## config.mk

```make
export PLATFORM = sky130hd
export DESIGN_NAME = abtc_codec
export DESIGN_NICKNAME = d
export VERILOG_FILES = /design/src/logic/abtc_pkg.sv /design/src/logic/abtc_codec.sv
export VERILOG_INCLUDE_DIRS = /design/src /design/src/logic
export SDC_FILE = /design/constraint.sdc
export NUM_CORES = 2
export LEC_CHECK = 0
export CAP_MARGIN = 20
export CORE_UTILIZATION = 45
export CTS_CLUSTER_SIZE = 16
export DETAILED_ROUTE_END_ITERATION = 8
export DONT_BUFFER_PORTS = 1
export GPL_ROUTABILITY_DRIVEN = 0
export HOLD_SLACK_MARGIN = 0.15
export PLACE_DENSITY = 0.58
export SLEW_MARGIN = 20
export SYNTH_ARGS = -nofsm -noshare
export SYNTH_HDL_FRONTEND = slang
export SYNTH_SLANG_ARGS = --single-unit
```

## constraint.sdc

```tcl
create_clock -name clk_i -period 14.49 [get_ports clk_i]
set_input_delay 0 -clock clk_i [delete_from_list [all_inputs] [get_ports clk_i]]
set_output_delay 0 -clock clk_i [all_outputs]
set_load 0.01 [all_outputs]
```

## src/logic/abtc_consts.svh

```systemverilog
// Register offsets, field positions, reset values and link codes of the codec.
// Included by the package; the codec uses its macros; holds definitions only.
`ifndef ABTC_CONSTS_SVH
`define ABTC_CONSTS_SVH

`define ABTC_OFF_CTRL     8'h00
`define ABTC_OFF_NULLS    8'h04
`define ABTC_OFF_LEN      8'h08
`define ABTC_OFF_STAT     8'h0C
`define ABTC_OFF_MADDR    8'h10
`define ABTC_OFF_MDATA    8'h14

`define ABTC_CTRL_GO      0
`define ABTC_CTRL_DIR     1
`define ABTC_CTRL_SEL_LO  2
`define ABTC_CTRL_W4      4
`define ABTC_CTRL_MODEM   5
`define ABTC_CTRL_PAUSE   6
`define ABTC_CTRL_FMT_LO  8
`define ABTC_STAT_DONE    2

`define ABTC_FMT_RST      8'h01
`define ABTC_NULLS_RST    8'h32
`define ABTC_NULLS_SKIP   8'hFF
`define ABTC_FMT_NOLEAD   8'h89

`define ABTC_CH_XON       8'h11
`define ABTC_CH_XOFF      8'h13
`define ABTC_CH_OBEGIN    8'h12
`define ABTC_CH_OEND      8'h14
`define ABTC_CH_STX       8'h02
`define ABTC_CH_ETX       8'h03
`define ABTC_CH_NUL       8'h00
`define ABTC_CH_OPEN      8'h42
`define ABTC_CH_CLOSE     8'h46
`define ABTC_CH_ABORT     8'h45
`define ABTC_CH_SPACE     8'h20
`define ABTC_CH_CR        8'h0D
`define ABTC_CH_LF        8'h0A

`endif

```

## src/logic/abtc_pkg.sv

```systemverilog
// Types and character functions of the codec.
// Assumes the constants header is on the include path.
`default_nettype none
`include "abtc_consts.svh"
package abtc_pkg;
    typedef enum logic [12:0] {
        T_IDLE  = 13'h0001, T_LEAD  = 13'h0002, T_BEGM = 13'h0004, T_STX  = 13'h0008,
        T_OPEN  = 13'h0010, T_BITS  = 13'h0020, T_CLOSE = 13'h0040, T_SEP = 13'h0080,
        T_CR    = 13'h0100, T_LF    = 13'h0200, T_ETX  = 13'h0400, T_TRAIL = 13'h0800,
        T_ENDM  = 13'h1000
    } abtc_tx_state_t;

    typedef enum logic [3:0] {
        R_IDLE = 4'h1, R_WSTX = 4'h2, R_GAP = 4'h4, R_BITS = 4'h8
    } abtc_rx_state_t;

    // Character set: 0 none, 1 N/P, 2 L/H, 3 0/1
    function automatic logic [1:0] abtc_set(input logic [7:0] fmt);
        unique case (fmt)
            8'h01, 8'h05: abtc_set = 2'h1;
            8'h02, 8'h06: abtc_set = 2'h2;
            8'h03, 8'h07: abtc_set = 2'h3;
            default:      abtc_set = 2'h0;
        endcase
    endfunction

    function automatic logic abtc_has_stx(input logic [7:0] fmt);
        abtc_has_stx = (fmt == 8'h01) || (fmt == 8'h02) || (fmt == 8'h03);
    endfunction

    function automatic logic [7:0] abtc_bit_char(input logic [1:0] cs, input logic b);
        unique case (cs)
            2'h1:    abtc_bit_char = b ? 8'h50 : 8'h4E;
            2'h2:    abtc_bit_char = b ? 8'h48 : 8'h4C;
            default: abtc_bit_char = b ? 8'h31 : 8'h30;
        endcase
    endfunction

    // Returns {valid, bit} for a received character
    function automatic logic [1:0] abtc_char_bit(input logic [1:0] cs, input logic [7:0] ch);
        abtc_char_bit = 2'h0;
        if (ch == abtc_bit_char(cs, 1'b1)) begin
            abtc_char_bit = 2'h3;
        end else if (ch == abtc_bit_char(cs, 1'b0)) begin
            abtc_char_bit = 2'h2;
        end
    endfunction
endpackage
`default_nettype wire

```

## src/logic/abtc_codec.sv

```systemverilog
// Binary text transfer codec: memory image to and from a byte link, APB registers.
// Assumes one 25 MHz clock, link bytes synchronous to it, APB master on the same clock.
//
// Contract
// - Receive, selector 0/2: XOFF pauses, XON resumes
// - Transmit, selector 0: stop on XOFF, resume XON
// - Receive, selector 1: XON ready, XOFF full/end
// - Transmit, selector 1: begin marker, pause, end marker
// - Transmit, selector 2: wait for first XON
// - XON is 0x11, XOFF is 0x13
// - Begin marker 0x12, end marker 0x14
// - Modem-line flow on after reset, else characters
// - Character flow control is always honoured
// - Fifty nulls lead and trail, except format 89
// - Null count FF omits leader and trailer
// - Codes 01/02/03 use N/P, L/H, 0/1
// - Each byte framed by B and F
// - Received bytes stored from first address upward
// - Characters between F and B ignored
// - Four-bit width sends four bit characters
// - Start code 0x02, end code 0x03
// - Codes 05/06/07 omit start and end codes
// - E inside a byte discards that byte only
// - Four bytes per line, spaces between bytes
//
// Implementation choices: the APB slave port and the register addresses.
`timescale 1ns/1ns
`default_nettype none
module abtc_codec
    import abtc_pkg::*;
(
    input  wire logic        clk_i,
    input  wire logic        rst_i,
    input  wire logic        psel_i,
    input  wire logic        penable_i,
    input  wire logic        pwrite_i,
    input  wire logic [7:0]  paddr_i,
    input  wire logic [31:0] pwdata_i,
    output logic      [31:0] prdata_o,
    output logic             pready_o,
    output logic             pslverr_o,
    input  wire logic [7:0]  rx_data_i,
    input  wire logic        rx_valid_i,
    output logic      [7:0]  tx_data_o,
    output logic             tx_valid_o,
    input  wire logic        tx_ready_i,
    input  wire logic        cts_i,
    input  wire logic        cts_conn_i,
    output logic             dtr_o
);

    ////////////////////////////////////////////////////////////////////////////////
    // Registers and state

    logic [7:0]     mem_r [0:255];
    logic           dir_r;
    logic [1:0]     sel_r;
    logic           w4_r;
    logic           modem_r;
    logic           pause_r;
    logic [7:0]     fmt_r;
    logic [7:0]     nulls_r;
    logic [15:0]    len_r;
    logic [7:0]     maddr_r;
    logic           done_r;
    logic [7:0]     err_r;
    logic [15:0]    rxcnt_r;
    logic           xoff_r;
    logic           fc_pend_r;
    logic           fc_off_r;
    logic [31:0]    prdata_r;
    logic           pready_r;
    logic           pslverr_r;
    logic [7:0]     tx_data_r;
    logic           tx_valid_r;
    logic           dtr_r;

    abtc_tx_state_t tst_r;
    abtc_tx_state_t tst_nxt;
    abtc_rx_state_t rst_r;
    logic [7:0]     cnt_r;
    logic [2:0]     bidx_r;
    logic [1:0]     line_r;
    logic [7:0]     rd_ptr_r;
    logic [15:0]    remain_r;
    logic [7:0]     wr_ptr_r;
    logic [7:0]     acc_r;
    logic [3:0]     bcnt_r;

    ////////////////////////////////////////////////////////////////////////////////
    // APB decode

    logic           acc_ph;
    logic           wr_en;
    logic           go;
    logic           idle;
    logic [1:0]     cset;
    logic           has_stx;
    logic           nulls_on;
    logic [2:0]     top_bit;
    logic [3:0]     width;
    logic           mapped;

    assign acc_ph   = psel_i && penable_i;
    assign wr_en    = acc_ph && pready_r && pwrite_i;
    assign idle     = (tst_r == T_IDLE) && (rst_r == R_IDLE);
    assign go       = wr_en && (paddr_i == `ABTC_OFF_CTRL) && pwdata_i[`ABTC_CTRL_GO] && idle;
    assign cset     = abtc_set(fmt_r);
    assign has_stx  = abtc_has_stx(fmt_r);
    assign nulls_on = (nulls_r != `ABTC_NULLS_SKIP) && (fmt_r != `ABTC_FMT_NOLEAD);
    assign top_bit  = w4_r ? 3'h3 : 3'h7;
    assign width    = w4_r ? 4'h4 : 4'h8;
    assign mapped   = (paddr_i <= `ABTC_OFF_MDATA) && (paddr_i[1:0] == 2'h0);

    // Answer one cycle into the access phase
    always_ff @(posedge clk_i or posedge rst_i) begin
        if (rst_i) begin
            pready_r  <= 1'b0;
            pslverr_r <= 1'b0;
            prdata_r  <= 32'h0000_0000;
        end else begin
            pready_r  <= acc_ph && !pready_r;
            pslverr_r <= acc_ph && !pready_r && !mapped;
            if (acc_ph && !pready_r && !pwrite_i) begin
                unique case (paddr_i)
                    `ABTC_OFF_CTRL:  prdata_r <= {16'h0000, fmt_r, 1'b0, pause_r, modem_r,
                                                  w4_r, sel_r, dir_r, 1'b0};
                    `ABTC_OFF_NULLS: prdata_r <= {24'h000000, nulls_r};
                    `ABTC_OFF_LEN:   prdata_r <= {16'h0000, len_r};
                    `ABTC_OFF_STAT:  prdata_r <= {rxcnt_r, err_r, 4'h0, xoff_r, done_r,
                                                  (rst_r != R_IDLE), (tst_r != T_IDLE)};
                    `ABTC_OFF_MADDR: prdata_r <= {24'h000000, maddr_r};
                    `ABTC_OFF_MDATA: prdata_r <= {24'h000000, mem_r[maddr_r]};
                    default:         prdata_r <= 32'h0000_0000;
                endcase
            end
        end
    end

    // Configuration, locked while a transfer runs except pause
    always_ff @(posedge clk_i or posedge rst_i) begin
        if (rst_i) begin
            dir_r   <= 1'b0;
            sel_r   <= 2'h0;
            w4_r    <= 1'b0;
            modem_r <= 1'b1;
            pause_r <= 1'b0;
            fmt_r   <= `ABTC_FMT_RST;
            nulls_r <= `ABTC_NULLS_RST;
            len_r   <= 16'h0000;
        end else if (wr_en) begin
            if (paddr_i == `ABTC_OFF_CTRL) begin
                pause_r <= pwdata_i[`ABTC_CTRL_PAUSE];
                if (idle) begin
                    dir_r   <= pwdata_i[`ABTC_CTRL_DIR];
                    sel_r   <= pwdata_i[`ABTC_CTRL_SEL_LO +: 2];
                    w4_r    <= pwdata_i[`ABTC_CTRL_W4];
                    modem_r <= pwdata_i[`ABTC_CTRL_MODEM];
                    fmt_r   <= pwdata_i[`ABTC_CTRL_FMT_LO +: 8];
                end
            end
            if (paddr_i == `ABTC_OFF_NULLS && idle) begin
                nulls_r <= pwdata_i[7:0];
            end
            if (paddr_i == `ABTC_OFF_LEN && idle) begin
                len_r <= pwdata_i[15:0];
            end
        end
    end

    ////////////////////////////////////////////////////////////////////////////////
    // Transmit sequencer

    logic       can_load;
    logic       hold;
    logic       t_emit;
    logic [7:0] t_ch;
    logic       t_step;
    logic       rx_done;
    logic       rx_in_tx;

    assign can_load = !tx_valid_r || tx_ready_i;
    assign hold     = xoff_r || (modem_r && cts_conn_i && !cts_i);
    assign t_step   = (tst_r != T_IDLE) && (!t_emit || (can_load && !hold));
    assign rx_in_tx = rx_valid_i && (tst_r != T_IDLE);

    always_comb begin
        t_emit  = 1'b1;
        t_ch    = `ABTC_CH_NUL;
        tst_nxt = tst_r;
        unique case (tst_r)
            T_IDLE: begin
                t_emit = 1'b0;
                if (go && pwdata_i[`ABTC_CTRL_DIR]) begin
                    tst_nxt = T_LEAD;
                end
            end
            T_LEAD, T_TRAIL: begin
                t_emit = nulls_on && (cnt_r != nulls_r);
                if (!t_emit) begin
                    tst_nxt = (tst_r == T_LEAD) ? T_BEGM : T_ENDM;
                end
            end
            T_BEGM: begin
                t_emit  = (sel_r == 2'h1);
                t_ch    = `ABTC_CH_OBEGIN;
                tst_nxt = T_STX;
            end
            T_STX: begin
                t_emit  = has_stx;
                t_ch    = `ABTC_CH_STX;
                tst_nxt = (remain_r == 16'h0000) ? T_ETX : T_OPEN;
            end
            T_OPEN: begin
                t_ch    = `ABTC_CH_OPEN;
                tst_nxt = T_BITS;
            end
            T_BITS: begin
                t_ch = abtc_bit_char(cset, mem_r[rd_ptr_r][bidx_r]);
                if (bidx_r == 3'h0) begin
                    tst_nxt = T_CLOSE;
                end
            end
            T_CLOSE: begin
                t_ch = `ABTC_CH_CLOSE;
                if (remain_r == 16'h0001) begin
                    tst_nxt = T_ETX;
                end else if (line_r == 2'h3) begin
                    tst_nxt = T_CR;
                end else begin
                    tst_nxt = T_SEP;
                end
            end
            T_SEP: begin
                t_ch    = `ABTC_CH_SPACE;
                tst_nxt = T_OPEN;
            end
            T_CR: begin
                t_ch    = `ABTC_CH_CR;
                tst_nxt = T_LF;
            end
            T_LF: begin
                t_ch    = `ABTC_CH_LF;
                tst_nxt = T_OPEN;
            end
            T_ETX: begin
                t_emit  = has_stx;
                t_ch    = `ABTC_CH_ETX;
                tst_nxt = T_TRAIL;
            end
            T_ENDM: begin
                t_emit  = (sel_r == 2'h1);
                t_ch    = `ABTC_CH_OEND;
                tst_nxt = T_IDLE;
            end
        endcase
    end

    always_ff @(posedge clk_i or posedge rst_i) begin
        if (rst_i) begin
            tst_r <= T_IDLE;
        end else if (tst_r == T_IDLE || t_step) begin
            tst_r <= tst_nxt;
        end
    end

    // Counters of the transmit walk
    always_ff @(posedge clk_i or posedge rst_i) begin
        if (rst_i) begin
            cnt_r    <= 8'h00;
            bidx_r   <= 3'h0;
            line_r   <= 2'h0;
            rd_ptr_r <= 8'h00;
            remain_r <= 16'h0000;
        end else if (tst_r == T_IDLE) begin
            cnt_r    <= 8'h00;
            line_r   <= 2'h0;
            rd_ptr_r <= 8'h00;
            remain_r <= len_r;
            if (go) begin
                remain_r <= pwdata_i[`ABTC_CTRL_DIR] ? len_r : 16'h0000;
            end
        end else if (t_step) begin
            if ((tst_r == T_LEAD || tst_r == T_TRAIL) && t_emit) begin
                cnt_r <= cnt_r + 8'h01;
            end
            if (tst_r == T_ETX) begin
                cnt_r <= 8'h00;
            end
            if (tst_r == T_OPEN) begin
                bidx_r <= top_bit;
            end
            if (tst_r == T_BITS) begin
                bidx_r <= bidx_r - 3'h1;
            end
            if (tst_r == T_CLOSE) begin
                rd_ptr_r <= rd_ptr_r + 8'h01;
                remain_r <= remain_r - 16'h0001;
                line_r   <= line_r + 2'h1;
            end
        end
    end

    // Flow state from host characters while sending
    always_ff @(posedge clk_i or posedge rst_i) begin
        if (rst_i) begin
            xoff_r <= 1'b0;
        end else if (go) begin
            xoff_r <= pwdata_i[`ABTC_CTRL_SEL_LO +: 2] == 2'h2;
        end else if (rx_in_tx && rx_data_i == `ABTC_CH_XOFF) begin
            xoff_r <= 1'b1;
        end else if (rx_in_tx && rx_data_i == `ABTC_CH_XON) begin
            xoff_r <= 1'b0;
        end
    end

    ////////////////////////////////////////////////////////////////////////////////
    // Flow characters while receiving

    logic pause_q;
    logic rx_busy;
    logic rx_start;
    logic fc_set;
    logic fc_set_off;

    assign rx_busy  = (rst_r != R_IDLE);
    assign rx_start = go && !pwdata_i[`ABTC_CTRL_DIR];

    always_comb begin
        fc_set     = 1'b0;
        fc_set_off = 1'b0;
        if (rx_done && sel_r == 2'h1) begin
            fc_set     = 1'b1;
            fc_set_off = 1'b1;
        end else if (rx_busy && pause_r && !pause_q) begin
            fc_set     = 1'b1;
            fc_set_off = 1'b1;
        end else if (rx_busy && !pause_r && pause_q) begin
            fc_set = 1'b1;
        end else if (rx_start && pwdata_i[`ABTC_CTRL_SEL_LO +: 2] == 2'h1) begin
            fc_set = 1'b1;
        end
    end

    always_ff @(posedge clk_i or posedge rst_i) begin
        if (rst_i) begin
            pause_q   <= 1'b0;
            fc_pend_r <= 1'b0;
            fc_off_r  <= 1'b0;
        end else begin
            pause_q <= pause_r;
            if (fc_set) begin
                fc_pend_r <= 1'b1;
                fc_off_r  <= fc_set_off;
            end else if (fc_pend_r && tst_r == T_IDLE && can_load) begin
                fc_pend_r <= 1'b0;
            end
        end
    end

    // Byte output stage
    always_ff @(posedge clk_i or posedge rst_i) begin
        if (rst_i) begin
            tx_valid_r <= 1'b0;
            tx_data_r  <= 8'h00;
            dtr_r      <= 1'b0;
        end else begin
            dtr_r <= modem_r && rx_busy && !pause_r;
            if (t_step && t_emit) begin
                tx_valid_r <= 1'b1;
                tx_data_r  <= t_ch;
            end else if (fc_pend_r && tst_r == T_IDLE && can_load) begin
                tx_valid_r <= 1'b1;
                tx_data_r  <= fc_off_r ? `ABTC_CH_XOFF : `ABTC_CH_XON;
            end else if (tx_ready_i) begin
                tx_valid_r <= 1'b0;
            end
        end
    end

    ////////////////////////////////////////////////////////////////////////////////
    // Receive decoder

    logic [1:0] cb;
    logic       rx_on;
    logic       rx_wr;

    assign cb      = abtc_char_bit(cset, rx_data_i);
    assign rx_on   = rx_valid_i && rx_busy;
    assign rx_wr   = rx_on && rst_r == R_BITS && rx_data_i == `ABTC_CH_CLOSE && bcnt_r == width;
    assign rx_done = (rx_on && rst_r == R_GAP && has_stx && rx_data_i == `ABTC_CH_ETX)
                     || (rx_wr && len_r != 16'h0000 && rxcnt_r + 16'h0001 == len_r);

    always_ff @(posedge clk_i or posedge rst_i) begin
        if (rst_i) begin
            rst_r    <= R_IDLE;
            wr_ptr_r <= 8'h00;
            rxcnt_r  <= 16'h0000;
            acc_r    <= 8'h00;
            bcnt_r   <= 4'h0;
            err_r    <= 8'h00;
        end else if (rx_start) begin
            rst_r    <= abtc_has_stx(pwdata_i[`ABTC_CTRL_FMT_LO +: 8]) ? R_WSTX : R_GAP;
            wr_ptr_r <= 8'h00;
            rxcnt_r  <= 16'h0000;
        end else if (rx_done) begin
            rst_r <= R_IDLE;
            if (rx_wr) begin
                rxcnt_r <= rxcnt_r + 16'h0001;
            end
        end else if (rx_on) begin
            unique case (rst_r)
                R_WSTX: begin
                    if (rx_data_i == `ABTC_CH_STX) begin
                        rst_r <= R_GAP;
                    end
                end
                R_GAP: begin
                    if (rx_data_i == `ABTC_CH_OPEN) begin
                        rst_r  <= R_BITS;
                        acc_r  <= 8'h00;
                        bcnt_r <= 4'h0;
                    end
                end
                R_BITS: begin
                    if (cb[1] && bcnt_r != width) begin
                        acc_r  <= {acc_r[6:0], cb[0]};
                        bcnt_r <= bcnt_r + 4'h1;
                    end else if (rx_wr) begin
                        rst_r    <= R_GAP;
                        wr_ptr_r <= wr_ptr_r + 8'h01;
                        rxcnt_r  <= rxcnt_r + 16'h0001;
                    end else begin
                        rst_r <= R_GAP;
                        err_r <= err_r + 8'h01;
                    end
                end
                default: begin
                    rst_r <= R_IDLE;
                end
            endcase
        end
    end

    // Sticky completion flag, set wins over clear
    always_ff @(posedge clk_i or posedge rst_i) begin
        if (rst_i) begin
            done_r <= 1'b0;
        end else if (rx_done || (tst_r == T_ENDM && t_step)) begin
            done_r <= 1'b1;
        end else if (wr_en && paddr_i == `ABTC_OFF_STAT && pwdata_i[`ABTC_STAT_DONE]) begin
            done_r <= 1'b0;
        end
    end

    ////////////////////////////////////////////////////////////////////////////////
    // Image memory, decoder write wins over bus write

    always_ff @(posedge clk_i or posedge rst_i) begin
        if (rst_i) begin
            maddr_r <= 8'h00;
        end else if (wr_en && paddr_i == `ABTC_OFF_MADDR) begin
            maddr_r <= pwdata_i[7:0];
        end else if (acc_ph && pready_r && paddr_i == `ABTC_OFF_MDATA) begin
            maddr_r <= maddr_r + 8'h01;
        end
    end

    always_ff @(posedge clk_i) begin
        if (rx_wr) begin
            mem_r[wr_ptr_r] <= w4_r ? {4'h0, acc_r[3:0]} : acc_r;
        end else if (wr_en && paddr_i == `ABTC_OFF_MDATA) begin
            mem_r[maddr_r] <= pwdata_i[7:0];
        end
    end

    assign prdata_o   = prdata_r;
    assign pready_o   = pready_r;
    assign pslverr_o  = pslverr_r;
    assign tx_data_o  = tx_data_r;
    assign tx_valid_o = tx_valid_r;
    assign dtr_o      = dtr_r;

endmodule
`default_nettype wire

```

==> impl_metrics.tcl <==
set metrics [dict create \
    post_cts_buffers 0 \
    synth_top_family_by_area "multiplexers" \
    setup_ws_ns 7.36 \
    root_buffer "clkbuf_16" \
    worstSetupPathType "reg -> reg" \
    cts_made_buffers 235 \
    rows 177 \
    clock_power_share 0.384 \
    area_growth_pct 12.2 \
    synth_edf_count 2048 \
    routed_wl_um 341000 \
    finalPower_w 0.0157 \
    htreeDepth 4 \
    setup_viol 0 \
    antenna_found_initial 24 \
    yosysWarnings 0 \
    post-place-ws_ns 7.42 \
    vdd_ir_drop_max_mv 0.138 \
    ys_types 84 \
    portBuffers 0 \
    cp.required_ns 15.28 \
    slew_headroom 0.137 \
    avgRoutedWirePerCell_um 37.2 \
    insertion_delay_ns 0.92 \
    min_path_type "in -> reg" \
    cts_tree "built" \
    track_usage 0.288 \
    die_h_um 488 \
    finalCritPeriodShare 0.492 \
    die_area_um2 238000 \
    ys.flop_type "edfxtp_1" \
    finClkSkew_ns 0.0506 \
    fill_cells 18800 \
    drc 1 \
    syn_area_um2 106000 \
    clock_sinks 2240 \
    overflow 0 \
    vias 61400 \
    synthCells 5724 \
    rsz0062_at_grt "no" \
    clk_pin_slew_ns 0.06 \
    core-area_um2 233000 \
    synth.ff_latch_count 2240 \
    synth-xor-area-share 0.00660 \
    fmaxAchievable_mhz 140 \
    grt_max_degree 225 \
    power.density_nw_per_um2 132 \
    io_pins 101 \
    routed_via_density 6.69 \
    synthArstFlopShare 0.0857 \
    worst_setup_path_end_kind "register" \
    synth_fa_ha_area_frac 0.00200 \
    pwr-share-seq 0.474 \
    synth_seq_area_share 0.625 \
    path_max_fanout 43 \
    cp.arrival_ns 7.92 \
    switching_share 0.265 \
    initial_core_util 0.455 \
    dieWidth_um 488 \
    maxSlewViolCount 0 \
    firstDrtPassIters 8 \
    fin_nets 5900 \
    synthSimpleGateAreaFrac 0.0443 \
    final.min_clock_period_ns 7.13 \
    grt_pass1_vias 61100 \
    dp_cells 8593 \
    drt_iter0_drc 7808 \
    max_cap_viol_count 0 \
    intPower_w 0.0115 \
    violations "DRC" \
    dp_hpwl_um 216000 \
    power_frac_comb 0.142 \
    p_switching_w 0.00416 \
    synthesis.nets 5798 \
    status "finished with violations" \
    cts_buffer_depth 3 \
    max_slew.worst_pin.slew_ns 1.28 \
    hold_ws_ns 0.231 \
    drive_gt1_frac 0.315 \
    syn_area_per_cell_um2 18.5 \
    p_leak_nw 35.7 \
    worst_setup_path_start_kind "register" \
    synth_mux_area_frac 0.270 \
    post-route-util 0.510 \
    hold_viol 0 \
    synth_compound_area_frac 0.0318 \
    grt_pass1_wl_um 479000 \
    finalNonFillerCells 9175 \
    ant_nets 0 \
]
==> flip-flops by register name, indices dropped and copies added (netlist names), 2 cells and up <==
signal     count
acc_r          8
bcnt_r         4
tst_r         13
fmt_r          8
bidx_r         3
err_r          8
tx_data_o      7
nulls_r        8
rxcnt_r       16
remain_r      16
cnt_r          8
sel_r          2
len_r         16
wr_ptr_r       8
maddr_r        8
prdata_o      32
rd_ptr_r       8
rst_r          4
mem_r       2048
line_r         2
==> metal layers <==
layer,track usage,vias to the layer above,wire (um),part of all wire
met5,0,-,75,0.00022
met4,0.123,12,15300,0.045
met3,0.0671,616,34500,0.10
met2,0.445,3393,160000,0.47
met1,0.393,33000,131000,0.39
li1,-,24400,-,-
==> critical path, cell delays in order, from the launching register on <==
cell       delay, ns
dfrtp_4         0.71
buf_4           0.69
buf_4           0.56
buf_4           0.78
buf_4           0.75
mux4_2          0.59
mux4_2          0.54
o21ai_0         0.25
a22oi_1         0.28
nand3_1         0.17
o2111ai_1       0.21
o22ai_1         0.78
buf_4           0.27
nor2_1          0.05
o22a_1          0.21
==> cells in the mapped netlist (33+ instances only) <==
master	instances	area (um^2)
a21oi_1	93	465
a22oi_1	76	571
a31oi_1	36	225
buf_1	49	184
buf_2	143	716
clkbuf_1	233	875
dfrtp_1	185	4630
edfxtp_1	2048	61500
inv_1	44	165
mux2_2	66	743
mux2i_1	140	1400
mux4_2	1178	26500
nand2_1	206	773
nand3_1	93	465
nor2_1	393	1480
nor3_1	55	275
o21ai_0	105	526
o22ai_1	33	206
xnor2_1	43	377
xor2_1	37	324
==> area by class of cell <==
| class | instances | area, um^2 | area share |
|---|---|---|---|
| Multi-Input combinational cell | 2986 | 38000 | 0.319 |
| Antenna cell | 20 | 50.0 | 0.000420 |
| Clock buffer | 297 | 6240 | 0.0525 |
| Clock inverter | 137 | 1370 | 0.0115 |
| Tap cell | 3132 | 3920 | 0.0329 |
| Sequential cell | 2240 | 66300 | 0.557 |
| Inverter | 48 | 198 | 0.00166 |
| Timing Repair Buffer | 315 | 2940 | 0.0247 |
==> cell families after synthesis <==
group	count (synthesis)
other	1
AOI/OAI and AO/OA	507
xor gates and xnor gates	80
buffers and inverters	498
adders and majority gates	17
muxes	1384
and+or+nand+nor	997
DFF	2240
==> per-stage QoR <==
stage	TNS, ns	instance area, um^2
5_1_grt	0	119000
3_3_place_gp	0	110000
2_1_floorplan	-132.82	106000
6_report	0	119000
3_5_place_dp	0	110000
4_1_cts	0	119000
==> path summary, 6_finish.rpt <==
kind                                         start                        to  slack [ns]  cells after the start
min in group asynchronous                    rst_i  prdata_o[21]$_DFFE_PP0P_        0.31                      4
max in group asynchronous                    rst_i      len_r[2]$_DFFE_PP0P_       12.88                      5
min reg2reg                   err_r[7]$_DFFE_PP0P_      err_r[7]$_DFFE_PP0P_        0.47                      1
min                                   rx_data_i[7]      acc_r[0]$_DFFE_PP0P_        0.23                      5
max reg2reg                rd_ptr_r[0]$_DFFE_PP0P_  tx_data_o[0]$_DFFE_PP0P_        7.36                     14
max                        rd_ptr_r[0]$_DFFE_PP0P_  tx_data_o[0]$_DFFE_PP0P_        7.36                     14
==> power groups by stage <==
stage | Sequential (W) | Combinational, W | Clock (W)
2_1_floorplan | 0.00776 | 0.00145 | 0
3_3_place_gp | 0.00757 | 0.00216 | 0
3_5_place_dp | 0.00757 | 0.00219 | 0
4_1_cts | 0.00743 | 0.00223 | 0.00610
5_1_grt | 0.00744 | 0.00234 | 0.00633
6_report | 0.00744 | 0.00222 | 0.00603
==> repair_timing <==
action	4_1_cts	5_1_grt
hold buffers	124	0
resized for setup	0	0
hold endpoints to repair	814	0
==> cells in the final DEF, fill, tap and decap left out, drive strengths merged, types with 27 or more instances in the layout <==
cell	n
xor2	37
nor2b	28
a31oi	36
a22oi	76
nand2b	27
nand3	93
a21oi	94
o22ai	33
edfxtp	2048
dlygate4sd3	122
inv	53
o21ai	109
nand2	206
clkbuf	297
clkinv	101
mux2	66
buf	193
mux4	1178
dfrtp	185
nor4	34
xnor2	43
mux2i	140
nand4	28
nor2	393
nor3	56
No activity file was read; power rests on OpenSTA's default activity.
